## config.mk

```make
export PLATFORM = sky130hd
export DESIGN_NAME = pcm_ctrl
export DESIGN_NICKNAME = d
export VERILOG_FILES = /design/src/logic/pcm_pkg.sv /design/src/logic/pcm_ctrl.sv
export VERILOG_INCLUDE_DIRS = /design/src /design/src/logic
export SDC_FILE = /design/constraint.sdc
export NUM_CORES = 1
export LEC_CHECK = 0
export ABC_CLOCK_PERIOD_IN_PS = 2700
export BUFFER_PORTS_ARGS = -buffer_cell sky130_fd_sc_hd__buf_2
export CAP_MARGIN = 20
export CELL_PAD_IN_SITES_DETAIL_PLACEMENT = 1
export CELL_PAD_IN_SITES_GLOBAL_PLACEMENT = 1
export CORE_UTILIZATION = 39
export CTS_CLUSTER_SIZE = 25
export DETAILED_ROUTE_END_ITERATION = 10
export PLACE_DENSITY = 0.73
export SETUP_SLACK_MARGIN = 0.05
export SLEW_MARGIN = 20
export SYNTH_ARGS = -nofsm -noshare
export SYNTH_HDL_FRONTEND = slang
export SYNTH_SLANG_ARGS = --single-unit
```

## constraint.sdc

```tcl
create_clock -name clk -period 2.7 [get_ports clk]
set_clock_uncertainty 0.1 [all_clocks]
set_input_delay 0.27 -clock clk [delete_from_list [all_inputs] [get_ports clk]]
set_output_delay 0.27 -clock clk [all_outputs]
set_load 0.005 [all_outputs]
```

## src/logic/pcm_cfg.svh

```systemverilog
`ifndef PCM_CFG_SVH
`define PCM_CFG_SVH

// ==========================================================================
// Configuration word layout
`define PCM_CFG_W 20
`define PCM_TSEL_BIT 19
`define PCM_JIT_BIT 18
`define PCM_DLY_HI 17
`define PCM_DLY_LO 15
`define PCM_TMP_HI 14
`define PCM_TMP_LO 10
`define PCM_MONO_HI 9
`define PCM_MONO_LO 4
`define PCM_PEAK_HI 3
`define PCM_PEAK_LO 0
`define PCM_CFG_RST 20'h0_0000

// ==========================================================================
// Register map
`define PCM_REG_CFG 4'h0
`define PCM_REG_STAT 4'h1
`define PCM_REG_CLR 4'h2
`define PCM_REG_IEN 4'h3
`define PCM_REG_STATE 4'h4

// ==========================================================================
// Timing
`define PCM_CLK_MHZ 25
`define PCM_DEB_NS 1000
`define PCM_DEB_CYC ((`PCM_DEB_NS * `PCM_CLK_MHZ) / 1000)
`define PCM_US_CYC `PCM_CLK_MHZ
`define PCM_DLY_UNIT_MS 2
`define PCM_DLY_UNIT_CYC (`PCM_DLY_UNIT_MS * 1000 * `PCM_CLK_MHZ)
`define PCM_SLEEP_US 100
`define PCM_SLEEP_CYC (`PCM_SLEEP_US * `PCM_CLK_MHZ)
`define PCM_WAKE_US 50
`define PCM_WAKE_CYC (`PCM_WAKE_US * `PCM_CLK_MHZ)
`define PCM_LFSR_SEED 8'h0001

`endif

```

## src/logic/pcm_pkg.sv

```systemverilog
package pcm_pkg;
    typedef enum logic [2:0] {
        PCM_DELAY, PCM_ON, PCM_OFF, PCM_FUSED, PCM_HOT, PCM_IDLE, PCM_SLEEP, PCM_WAKE
    } pcm_state_t;

    typedef struct packed {
        logic temp_internal;
        logic jitter_en;
        logic [2:0] delay_code;
        logic [4:0] temp_code;
        logic [5:0] mono_code;
        logic [3:0] peak_code;
    } pcm_cfg_t;

    typedef struct packed {
        logic [3:0] addr;
        logic [31:0] wdata;
        logic wr;
        logic rd;
    } pcm_bus_req_t;

    typedef struct packed {
        logic sleep_entered;
        logic hot;
        logic fused;
        logic peak;
    } pcm_events_t;
endpackage : pcm_pkg

```

## src/logic/pcm_ctrl.sv

```systemverilog
// Local design decisions: the register offsets and the address-and-strobe port.
`timescale 1ns/1ps
`include "pcm_cfg.svh"

// Overview of operation
// - Driver on until peak comparator trips, then off for monoflop time.
// - Off time counted against 6-bit monoflop setting from bits 9..4.
// - Peak comparator debounced about one microsecond before ending on phase.
// - Operate only while enable input high; source may PWM it.
// - Jitter bit puts random bits on three low monoflop bits.
// - Random generator steps once per monoflop period.
// - Bit 19 sensor select, bit 18 jitter, bits 17..15 delay.
// - Bits 14..10 temperature code, bits 3..0 peak code.
// - After reset delay state lasts one cycle, as delay code resets to zero before it is read.
// - Fuse use: monoflop off, driver stays on while current watched.
// - Fuse trip latches off until reset or a temperature shutdown followed by its release.
// - Enable low beyond sleep debounce enters sleep.
// - Enable high again leaves sleep after wake-up settling time.
// - Temperature shutdown disabled or on internal or external diode.
// - Driver off when diode reaches programmed threshold.
// - Hysteresis between shutdown and release, automatic return.
module pcm_ctrl #(
    parameter int DLY_UNIT_CYC = `PCM_DLY_UNIT_CYC,
    parameter int SLEEP_CYC = `PCM_SLEEP_CYC,
    parameter int WAKE_CYC = `PCM_WAKE_CYC
) (
    // Clock and reset
    input wire logic clk,
    input wire logic reset,
    // Register port
    input wire pcm_pkg::pcm_bus_req_t bus_req,
    output logic [31:0] rdata,
    // Pins and analog comparators
    input wire logic enable_dim_input,
    input wire logic current_shunt_pin,
    input wire logic temp_trip_int,
    input wire logic temp_release_int,
    input wire logic temp_trip_ext,
    input wire logic temp_release_ext,
    // Outputs
    output logic drive_on,
    output logic sleep_mode,
    output pcm_pkg::pcm_cfg_t cfg_out,
    output logic irq
);
    import pcm_pkg::*;

    // A clock slower than 1 MHz would give a zero window; one cycle is the floor.
    localparam int DEB_CYC = (`PCM_DEB_CYC < 1) ? 1 : `PCM_DEB_CYC;
    localparam int US_CYC = `PCM_US_CYC;

    // ======================================================================
    // Input synchronisers
    // Every pin and comparator is asynchronous to clk, so each passes two flops
    // before any logic looks at it; this costs two cycles of response time.
    logic [5:0] sync1_r;
    logic [5:0] sync2_r;
    always_ff @(posedge clk) begin
        if (reset) begin
            sync1_r <= 6'h00;
            sync2_r <= 6'h00;
        end else begin
            sync1_r <= {enable_dim_input, current_shunt_pin, temp_trip_int,
                        temp_release_int, temp_trip_ext, temp_release_ext};
            sync2_r <= sync1_r;
        end
    end
    logic en_s, peak_s, trip_i, rel_i, trip_e, rel_e;
    assign {en_s, peak_s, trip_i, rel_i, trip_e, rel_e} = sync2_r;

    // ======================================================================
    // Registers
    // Writes and reads take one cycle; the port never stalls the master.
    pcm_cfg_t cfg_r;
    pcm_events_t stat_r;
    pcm_events_t ien_r;
    pcm_events_t ev;
    pcm_state_t state_r;
    logic wr_cfg, wr_clr, wr_ien;

    function automatic logic hit(input logic [3:0] a, input logic [3:0] off);
        hit = (a == off);
    endfunction : hit

    assign wr_cfg = bus_req.wr && hit(bus_req.addr, `PCM_REG_CFG);
    assign wr_clr = bus_req.wr && hit(bus_req.addr, `PCM_REG_CLR);
    assign wr_ien = bus_req.wr && hit(bus_req.addr, `PCM_REG_IEN);

    always_ff @(posedge clk) begin
        if (reset) begin
            // Bits above the twenty of the word are ignored so software may write wider.
            cfg_r <= `PCM_CFG_RST;
        end else if (wr_cfg) begin
            cfg_r <= bus_req.wdata[`PCM_CFG_W-1:0];
        end
    end

    always_ff @(posedge clk) begin
        if (reset) begin
            ien_r <= 4'h0;
        end else if (wr_ien) begin
            ien_r <= bus_req.wdata[3:0];
        end
    end

    // Set wins over a clear arriving in the same cycle.
    always_ff @(posedge clk) begin
        if (reset) begin
            stat_r <= 4'h0;
        end else begin
            stat_r <= (stat_r & ~(wr_clr ? bus_req.wdata[3:0] : 4'h0)) | ev;
        end
    end

    always_ff @(posedge clk) begin
        if (reset) begin
            rdata <= 32'h0000_0000;
        end else if (bus_req.rd) begin
            case (bus_req.addr)
                `PCM_REG_CFG: rdata <= {12'h000, cfg_r};
                `PCM_REG_STAT: rdata <= {28'h000_0000, stat_r};
                `PCM_REG_IEN: rdata <= {28'h000_0000, ien_r};
                `PCM_REG_STATE: rdata <= {29'h0000_0000, state_r};
                default: rdata <= 32'h0000_0000;
            endcase
        end else begin
            rdata <= 32'h0000_0000;
        end
    end

    // The interrupt is a level, so software clears the status bit or its enable bit to drop it.
    assign irq = |(stat_r & ien_r);
    assign cfg_out = cfg_r;

    // ======================================================================
    // Peak comparator debounce
    // A trip must persist for the full window so ringing after turn-on
    // cannot end the on phase.
    // The count saturates, so a comparator stuck high keeps the trip asserted.
    logic [7:0] deb_r;
    logic peak_deb;
    always_ff @(posedge clk) begin
        if (reset || !peak_s) begin
            deb_r <= 8'h00;
        end else if (deb_r < 8'(DEB_CYC)) begin
            deb_r <= deb_r + 8'h01;
        end
    end
    assign peak_deb = (deb_r == 8'(DEB_CYC));

    // ======================================================================
    // Temperature shutdown with hysteresis
    // A zero threshold code disables shutdown; the comparators carry the two
    // separate points, so the band itself comes from outside this block.
    logic temp_en, hot_r, trip_sel, rel_sel;
    assign temp_en = (cfg_r.temp_code != 5'h00);
    assign trip_sel = cfg_r.temp_internal ? trip_i : trip_e;
    assign rel_sel = cfg_r.temp_internal ? rel_i : rel_e;
    always_ff @(posedge clk) begin
        if (reset || !temp_en) begin
            hot_r <= 1'b0;
        end else if (trip_sel) begin
            hot_r <= 1'b1;
        end else if (rel_sel) begin
            hot_r <= 1'b0;
        end
    end

    // ======================================================================
    // Jitter generator
    // An eight-bit register is enough here: only three bits are used per period
    // and the pattern need not be long to spread the switching frequency.
    logic [7:0] lfsr_r;
    logic [5:0] mono_eff;
    logic mono_done;
    always_ff @(posedge clk) begin
        if (reset) begin
            lfsr_r <= `PCM_LFSR_SEED;
        end else if (mono_done) begin
            lfsr_r <= {lfsr_r[6:0], lfsr_r[7] ^ lfsr_r[5] ^ lfsr_r[4] ^ lfsr_r[3]};
        end
    end
    // Low bits are replaced, so a code with zero upper bits may still jitter.
    assign mono_eff = cfg_r.jitter_en ?
        {cfg_r.mono_code[5:3], lfsr_r[2:0]} : cfg_r.mono_code;

    // ======================================================================
    // Timers
    // The off time is counted in whole microseconds; a prescaler makes the
    // microsecond tick so the monoflop counter stays six bits wide.
    logic [31:0] tmr_r;
    logic [7:0] us_r;
    logic [5:0] mono_cnt_r;
    logic mono_dis;
    assign mono_dis = (cfg_r.mono_code == 6'h00);
    // The off phase ends on the last tick of the final microsecond, so the
    // off time is the effective code times one microsecond.
    assign mono_done = (state_r == PCM_OFF) && (us_r == 8'(US_CYC - 1))
                       && (mono_cnt_r + 6'h01 >= mono_eff);

    logic [31:0] dly_cyc;
    assign dly_cyc = 32'(cfg_r.delay_code) * 32'(DLY_UNIT_CYC);

    // ======================================================================
    // Main state machine
    // Off, idle and the fault states hold the driver low. Enable low in the off
    // phase lets the off time finish first, and the synced enable then keeps the
    // driver from turning on again.
    pcm_state_t state_nxt;
    always_comb begin
        state_nxt = state_r;
        case (state_r)
            PCM_DELAY: begin
                // Peak detection is masked until the delay has run out.
                if (tmr_r >= dly_cyc) begin
                    state_nxt = PCM_ON;
                end
            end
            PCM_ON: begin
                if (hot_r) begin
                    state_nxt = PCM_HOT;
                end else if (!en_s) begin
                    state_nxt = PCM_IDLE;
                end else if (peak_deb && mono_dis) begin
                    state_nxt = PCM_FUSED;
                end else if (peak_deb) begin
                    state_nxt = PCM_OFF;
                end
            end
            PCM_OFF: begin
                if (hot_r) begin
                    state_nxt = PCM_HOT;
                end else if (mono_done) begin
                    state_nxt = PCM_ON;
                end
            end
            PCM_FUSED: begin
                // Only a reset or a hot and cool cycle releases a tripped fuse.
                if (hot_r) begin
                    state_nxt = PCM_HOT;
                end
            end
            PCM_HOT: begin
                if (!hot_r) begin
                    state_nxt = PCM_ON;
                end
            end
            PCM_IDLE: begin
                if (en_s) begin
                    state_nxt = PCM_ON;
                end else if (tmr_r >= 32'(SLEEP_CYC)) begin
                    state_nxt = PCM_SLEEP;
                end
            end
            PCM_SLEEP: begin
                if (en_s) begin
                    state_nxt = PCM_WAKE;
                end
            end
            PCM_WAKE: begin
                if (!en_s) begin
                    state_nxt = PCM_SLEEP;
                end else if (tmr_r >= 32'(WAKE_CYC)) begin
                    state_nxt = PCM_ON;
                end
            end
            default: begin
                state_nxt = PCM_DELAY;
            end
        endcase
    end

    always_ff @(posedge clk) begin
        if (reset) begin
            state_r <= PCM_DELAY;
        end else begin
            state_r <= state_nxt;
        end
    end

    // One shared timer, restarted on every state change.
    // It saturates rather than wraps, so a long stay never fakes a short one.
    always_ff @(posedge clk) begin
        if (reset || state_nxt != state_r) begin
            tmr_r <= 32'h0000_0000;
        end else if (tmr_r != 32'hFFFF_FFFF) begin
            tmr_r <= tmr_r + 32'h0000_0001;
        end
    end

    // The prescaler only runs in the off phase and restarts at its entry.
    always_ff @(posedge clk) begin
        if (reset || state_r != PCM_OFF || us_r == 8'(US_CYC - 1)) begin
            us_r <= 8'h00;
        end else begin
            us_r <= us_r + 8'h01;
        end
    end

    // A wrap of the six-bit count cannot happen: the compare ends the phase first.
    always_ff @(posedge clk) begin
        if (reset || state_r != PCM_OFF) begin
            mono_cnt_r <= 6'h00;
        end else if (us_r == 8'(US_CYC - 1)) begin
            mono_cnt_r <= mono_cnt_r + 6'h01;
        end
    end

    // The driver follows the next state so it switches with the state itself.
    // Gating with the synced enable stops a timed exit from turning the driver
    // on for a cycle while the enable pin is already low.
    logic drive_want;
    assign drive_want = (state_nxt == PCM_ON) || (state_nxt == PCM_DELAY);
    always_ff @(posedge clk) begin
        if (reset) begin
            drive_on <= 1'b0;
        end else begin
            drive_on <= drive_want && en_s;
        end
    end

    // Sleep is flagged from the next state so the output marks the entry cycle.
    always_ff @(posedge clk) begin
        if (reset) begin
            sleep_mode <= 1'b0;
        end else begin
            sleep_mode <= (state_nxt == PCM_SLEEP);
        end
    end

    // ======================================================================
    // Events
    // Each event is a one-cycle pulse on the transition into its state, so a
    // status bit that software has cleared is not set again while it stays there.
    assign ev.peak = (state_r == PCM_ON) && (state_nxt == PCM_OFF);
    assign ev.fused = (state_r == PCM_ON) && (state_nxt == PCM_FUSED);
    assign ev.hot = hot_r && (state_r != PCM_HOT) && (state_nxt == PCM_HOT);
    assign ev.sleep_entered = (state_r != PCM_SLEEP) && (state_nxt == PCM_SLEEP);

endmodule : pcm_ctrl

```

==> results of run 1 <==
==> cells by family (layout without fill, tap and decap cells) <==
kind of cell               count (synthesis)  in the layout  share of synthesized area (%)
and+or+nand+nor                          314            314                           28.1
other                                      1             12                         0.0582
DFF                                      128            128                           39.8
adders and majority gates                 34             34                           6.60
buffers and inverters                     70            217                           5.28
muxes                                     20             20                           3.13
xor gates and xnor gates                  55             55                           7.59
AOI/OAI and AO/OA                         95             95                           9.51
==> flip-flops by register name, summed over array words and instances (netlist names), 6 cells and up <==
signal and cells:
cfg_out 20, deb_r 8, lfsr_r 8, mono_cnt_r 6
rdata 20, sync1_r 6, sync2_r 6, tmr_r 32
us_r 8
==> report_power, final <==
group	internal [mW]	total, mW	switching (mW)	leakage (nW)
Combinational	0.205	0.489	0.284	2.04
Sequential	1.91	1.93	0.0195	1.04
Clock	1.51	2.38	0.871	0.295
Total	3.62	4.80	1.17	3.37
==> placed cells by master (no fill, tap or decap), types with 5 or more instances in the layout <==
master	n
xor2_1	31
nand2_1	70
nand4_1	20
o21ai_0	12
a21oi_1	39
nor2_1	54
nor3b_1	6
nor2b_1	18
and2_1	16
clkbuf_16	17
buf_12	5
or3_1	6
conb_1	12
xnor2_1	22
buf_4	52
a22oi_1	5
nor3_2	32
nor4_1	15
and3_1	5
nor3_1	13
nand2b_1	5
ha_1	30
dfxtp_1	122
nand3_1	25
dlygate4sd3_1	22
mux2i_1	19
inv_1	25
buf_2	76
dfxtp_4	5
==> metrics by stage <==
stage	utilization [%]	cell area, sq um	hold WS (ns)	setup TNS [ns]	std cells
4_1_cts	52.6	8420	0.00871	-7.12	1090
3_5_place_dp	46.6	7450	0.327	-11.01	1032
2_1_floorplan	-	6550	0.248	-2.45	728
3_3_place_gp	46.6	7450	0.320	-8.90	1032
6_report	52.8	8450	0.0264	-6.82	1091
5_1_grt	52.8	8450	0.0239	-11.08	1091
==> final timing paths <==
kind	endpoint	depth (start not counted)
max	stat_r[3]$_SDFF_PP0_	14
min reg2reg	sync2_r[1]$_SDFF_PP0_	1
min	cfg_out[0]$_SDFFE_PP0P_	3
max reg2reg	stat_r[3]$_SDFF_PP0_	14
==> per-layer routing <==
layer	track usage (%)	share of wire [%]	vias up
li1	-	-	2778
met1	26.2	42	2810
met2	41.1	52	104
met3	5.01	3.8	28
met4	9.53	1.7	0
met5	0	0	-
==> worst max-delay path, delay by kind of cell, from the launching register on <==
kind / cells / cell delay, ns
adder cells (fa/ha/maj): 3 / 0.83
XOR/XNOR: 1 / 0.16
flip-flops: 1 / 0.37
buffers and inverters: 3 / 0.23
AND/OR/NAND/NOR: 2 / 0.26
AO/OA/AOI/OAI: 5 / 0.89
==> area by class of cell <==
| type | count | area (sq um) |
|---|---|---|
| sequential | 128 | 2580 |
| fill | 1882 | 7550 |
| clock inverter | 11 | 154 |
| multi-input combinational | 530 | 3740 |
| clock buffer | 21 | 460 |
| inverter | 27 | 104 |
| tap | 216 | 270 |
| timing repair buffer | 158 | 1140 |
==> repair_timing <==
item,CTS,global route
pin swaps,7,8
gates cloned,1,0
gates resized for setup,21,7
hold buffers,22,0
setup buffers,3,2
hold endpoints to repair,22,0
endpoints found under the setup margin,47,45
==> impl_metrics.tcl, run 1 <==
set metrics [dict create \
    status "complete, but fails checks" \
    violations "negative setup slack" \
    total_power_mw 4.80 \
    diodes 0 \
    crit_start "cfg_out[16]$_SDFFE_PP0P_" \
    grt_pass1_wl_microns 29900 \
    power_density_mw_per_mm2 568 \
    fin_nets 942 \
    worstHoldPathType "in -> reg" \
    cpPeakStageDelay_ns 0.37 \
    start_util_pct 40.3 \
    ys_seq_area_share_pct 39.8 \
    path_clk_slew_ns 0.05 \
    drc 0 \
    ys_ff_latch 128 \
    critPathMostFrequentCell "ha_4" \
    area_growth_pct 31.1 \
    irDropWorstVdd_mv 0.449 \
    drive_above_1_share_pct 27.5 \
    numClockSinks 128 \
    clk_path_buf_depth 2 \
    htree_num_levels 4 \
    path_cells "inv_4 > ha_4 > inv_2 > ha_4 > a21oi_2 > xor2_1 > ha_1 > nand4_1 > a311oi_2 > o31a_1 > o22ai_4 > buf_6 > nor3b_4 > a32o_2" \
    worstSetupPathType "reg -> reg" \
    port_buffers 76 \
    grt_pass1_vias 5991 \
    critPathSlowestCell "dfxtp_4" \
    routedWlPerCell_microns 17.3 \
    synth_area_sq_mm 0.00644 \
    rows 46 \
    critPathMaxFanout 4 \
    ys_async_sr_fraction_pct 0 \
    min_from "bus_req[2]" \
    tightest_slew_ns 0.545 \
    required_ns 2.91 \
    dp_hpwl_microns 13400 \
    numCtsBuffers 17 \
    gp_congestion 0.775 \
    ys_types 65 \
    setup_viol 37 \
    worst_ep_arrival_time_ns 3.15 \
    antenna_left 0 \
    fmax_mhz 340 \
    period_share_pct 109 \
    antenna_found_initial 0 \
    synth_top_area_cell "dfxtp_1" \
    root_buffer "clkbuf_16" \
    gr-total-overflow 0 \
    synth-edff-count 0 \
    coreArea_sq_mm 0.0160 \
    slew_headroom_pct 63.5 \
    cap_violations 0 \
    crit_path_start_kind "flop" \
    timing.rr.start "cfg_out[16]$_SDFFE_PP0P_" \
    yosys_most_used_dff "dfxtp_1" \
    final-max-slew-violation-count 0 \
    rsz0062_at_grt "true" \
    timing.final.hold_violations 0 \
    synth_area_per_cell_sq_um 8.99 \
    cts_tree "built" \
    min_period_ns 2.94 \
    first_pass_iters 4 \
    dieHeight_microns 131 \
    rrSetupSlack_ns -0.24 \
    via_per_inst 5.24 \
    yosysMostFrequentCell "dfxtp_1" \
    netlist.area_leader.share_pct 39.8 \
    pre_cts_ws_ns -0.321 \
    yosys_warnings 0 \
    ios 101 \
    clk_latency_ns 0.43 \
    die_w_microns 131 \
    p_leak_nw 3.37 \
    track_usage_pct 22.9 \
    routed_wirelength_microns 18800 \
    synth_cells 717 \
    netlist_top_cells_count "dfxtp_1, nand2_1, nor2_1" \
    dr_total_vias 5720 \
    setup_ws_ns -0.241 \
    grt_max_degree 49 \
    synth_area_leaders "dfxtp_1, ha_1, nor3_2" \
    dieArea_sq_mm 0.0170 \
    drtIter0Drc 206 \
    cp-end-kind "flop" \
]
Note: power is estimated with default switching activity, not from simulation.
==> run 2: changes to the inputs <==
--- a/config.mk
+++ b/config.mk
@@ -6,17 +6,17 @@
 export SDC_FILE = /design/constraint.sdc
 export NUM_CORES = 1
 export LEC_CHECK = 0
-export ABC_CLOCK_PERIOD_IN_PS = 2700
+export ABC_CLOCK_PERIOD_IN_PS = 3700
 export BUFFER_PORTS_ARGS = -buffer_cell sky130_fd_sc_hd__buf_2
 export CAP_MARGIN = 20
 export CELL_PAD_IN_SITES_DETAIL_PLACEMENT = 1
 export CELL_PAD_IN_SITES_GLOBAL_PLACEMENT = 1
-export CORE_UTILIZATION = 39
+export CORE_UTILIZATION = 46
 export CTS_CLUSTER_SIZE = 25
 export DETAILED_ROUTE_END_ITERATION = 10
-export PLACE_DENSITY = 0.73
+export PLACE_DENSITY = 0.95
 export SETUP_SLACK_MARGIN = 0.05
-export SLEW_MARGIN = 20
+export SLEW_MARGIN = 0
 export SYNTH_ARGS = -nofsm -noshare
 export SYNTH_HDL_FRONTEND = slang
 export SYNTH_SLANG_ARGS = --single-unit
==> constraint.sdc (replaced) <==
create_clock -name clk -period 3.7 [get_ports clk]
set_clock_uncertainty 0.1 [all_clocks]
set_input_delay 0.37 -clock clk [delete_from_list [all_inputs] [get_ports clk]]
set_output_delay 0.37 -clock clk [all_outputs]
set_load 0.005 [all_outputs]
==> run 2 against run 1 <==
  * The flow now finishes without violations
  * First-iteration DRC count is 140% higher
  * Global-route usage up 6.6 points
  * Final area fell by 9.5%
  * Register-to-register slack improved by 0.38 ns
  * Count of clock-buffer cells in the layout is 2 lower
  * Clock power is 24% lower
  * Critical endpoint is now tmr_r[31]$_SDFFE_PP0P_
  * Largest cell class unchanged
  * Largest power group unchanged
==> impl_metrics.tcl, run 2 (same netlist as run 1, synthesis figures left out) <==
set metrics [dict create \
    rows 42 \
    placed_cells 949 \
    port_buffers 76 \
    routed_wirelength_microns 20700 \
    cp-end-kind "flop" \
    netSwitchingFraction_pct 24.9 \
    power_density_mw_per_mm2 463 \
    grt_max_degree 52 \
    crit_path_start_kind "flop" \
    fmax_mhz 281 \
    cts_tree "built" \
    fin_nets 876 \
    whs_ns 0.0414 \
    area_growth_pct 18.6 \
    routedWlPerCell_microns 21.1 \
    timing.final.hold_violations 0 \
    fin_tns_setup_ns 0 \
    drc 0 \
    irDropWorstVdd_mv 0.361 \
    path_clk_slew_ns 0.06 \
    track_usage_pct 29.4 \
    p_int_mw 2.66 \
    antenna_found_initial 0 \
    min_period_ns 3.56 \
    reg2reg_depth 14 \
    coreArea_sq_mm 0.0135 \
    numCtsBuffers 17 \
    setup_viol 0 \
    antenna_left 0 \
    numClockSinks 128 \
    worstSetupPathType "reg -> reg" \
    start_util_pct 47.9 \
    via_per_inst 5.95 \
    htree_num_levels 4 \
    dr_total_vias 5861 \
    final_common_cell "dfxtp_1" \
    clk_latency_ns 0.44 \
    dp_hpwl_microns 12900 \
    gp_congestion 0.782 \
    p_seq_share_pct 40.1 \
    ios 101 \
    diodes 0 \
    root_buffer "clkbuf_16" \
    place_area_sq_mm 0.00697 \
    worst_ep_arrival_time_ns 3.76 \
    fin_area_sq_mm 0.00764 \
    p_leak_nw 3.01 \
    worstHoldPathType "in -> reg" \
    grt_pass1_wl_microns 32400 \
    cap_violations 0 \
    top_register "tmr_r" \
    drtIter0Drc 503 \
    status "finished, final reports clean" \
    clk_path_buf_depth 2 \
    slew_headroom_pct 52.2 \
    stdcell_count 985 \
    tightest_slew_ns 0.714 \
    layout_common_cells "dfxtp_1, buf_2, nand2_1" \
    grt_pass1_vias 6052 \
    critPathMaxFanout 7 \
    rsz0062_at_grt "false" \
    hold_buffers 0 \
    p_comb_share_pct 8.7 \
    pwr-share-clk_pct 51.1 \
    period_share_pct 96.3 \
    dieHeight_microns 120 \
    min_path_cells 2 \
    dieArea_sq_mm 0.0145 \
    required_ns 3.89 \
    first_pass_iters 5 \
    drive_above_1_share_pct 21.8 \
    p_sw_mw 0.881 \
    gr-total-overflow 0 \
    final-max-slew-violation-count 0 \
    largest_reg_flops 32 \
    die_w_microns 120 \
]
==> run 2: cell types whose count changed in the layout (fill, tap and decap cells not counted), sizes merged <==
cell         delta
clkinv          +1
buf            -44
bufinv          +1
clkinvlp        +2
clkbuf          -2
inv             -2
dlygate4sd3    -22
==> run 2: area by class of cell <==
cell class              count  area (sq um)
inverters                  27           101
clock buffers              19           443
clock inverters            13           186
fillers                  1568          5810
multi-input cells         530          3620
repair buffers             92           513
flip-flops and latches    128          2560
well taps                 176           220
==> run 2: final timing paths <==
| kind | from | to | slack [ns] |
|---|---|---|---|
| worst max-delay path | cfg_out[16]$_SDFFE_PP0P_ | tmr_r[31]$_SDFFE_PP0P_ | 0.14 |
| worst min register to register | sync1_r[5]$_SDFF_PP0_ | sync2_r[5]$_SDFF_PP0_ | 0.34 |
| worst max register to register | cfg_out[16]$_SDFFE_PP0P_ | tmr_r[31]$_SDFFE_PP0P_ | 0.14 |
| worst min-delay path | temp_trip_int | sync1_r[3]$_SDFF_PP0_ | 0.04 |
==> run 2: timing repair <==
action,CTS,global route
hold endpoints to repair,0,0
buffers inserted,4,0
setup endpoints to repair,24,31
resized for setup,1,4
pin swaps,1,1
==> run 2: stage by stage <==
stage,power (mW),setup slack [ns],util (%)
global placement,1.71,0.334,51.8
finish,3.54,0.137,56.8
global route,3.63,0.0515,56.8
CTS,3.55,0.0943,56.7
floorplan,1.65,0.664,-
detailed placement,1.72,-0.00337,51.8
==> run 2: worst max-delay path: stages, from the launching register on <==
cell      delay (ns)
dfxtp_1         0.39
inv_1           0.14
ha_1            0.31
inv_1           0.04
ha_1            0.35
a21oi_1         0.26
xor2_1          0.12
ha_1            0.32
nand4_1         0.11
a311oi_1        0.30
o31a_1          0.24
o22ai_4         0.13
xnor2_4         0.32
buf_4           0.22
nor3_1          0.07
==> run 2: routing by layer <==
metal	wire length, microns	global-route usage (%)	up-vias
li1	-	-	2637
met1	8180	32.2	2893
met2	10500	50.9	242
met3	1150	7.78	89
met4	939	17.8	0
met5	0	0	-
==> run 2: power by group through the flow <==
stage	clock network [mW]	logic (mW)	registers, mW
3_5_place_dp	0	0.275	1.45
6_report	1.81	0.309	1.42
5_1_grt	1.88	0.331	1.42
4_1_cts	1.83	0.305	1.42
3_3_place_gp	0	0.266	1.45
2_1_floorplan	0	0.211	1.44
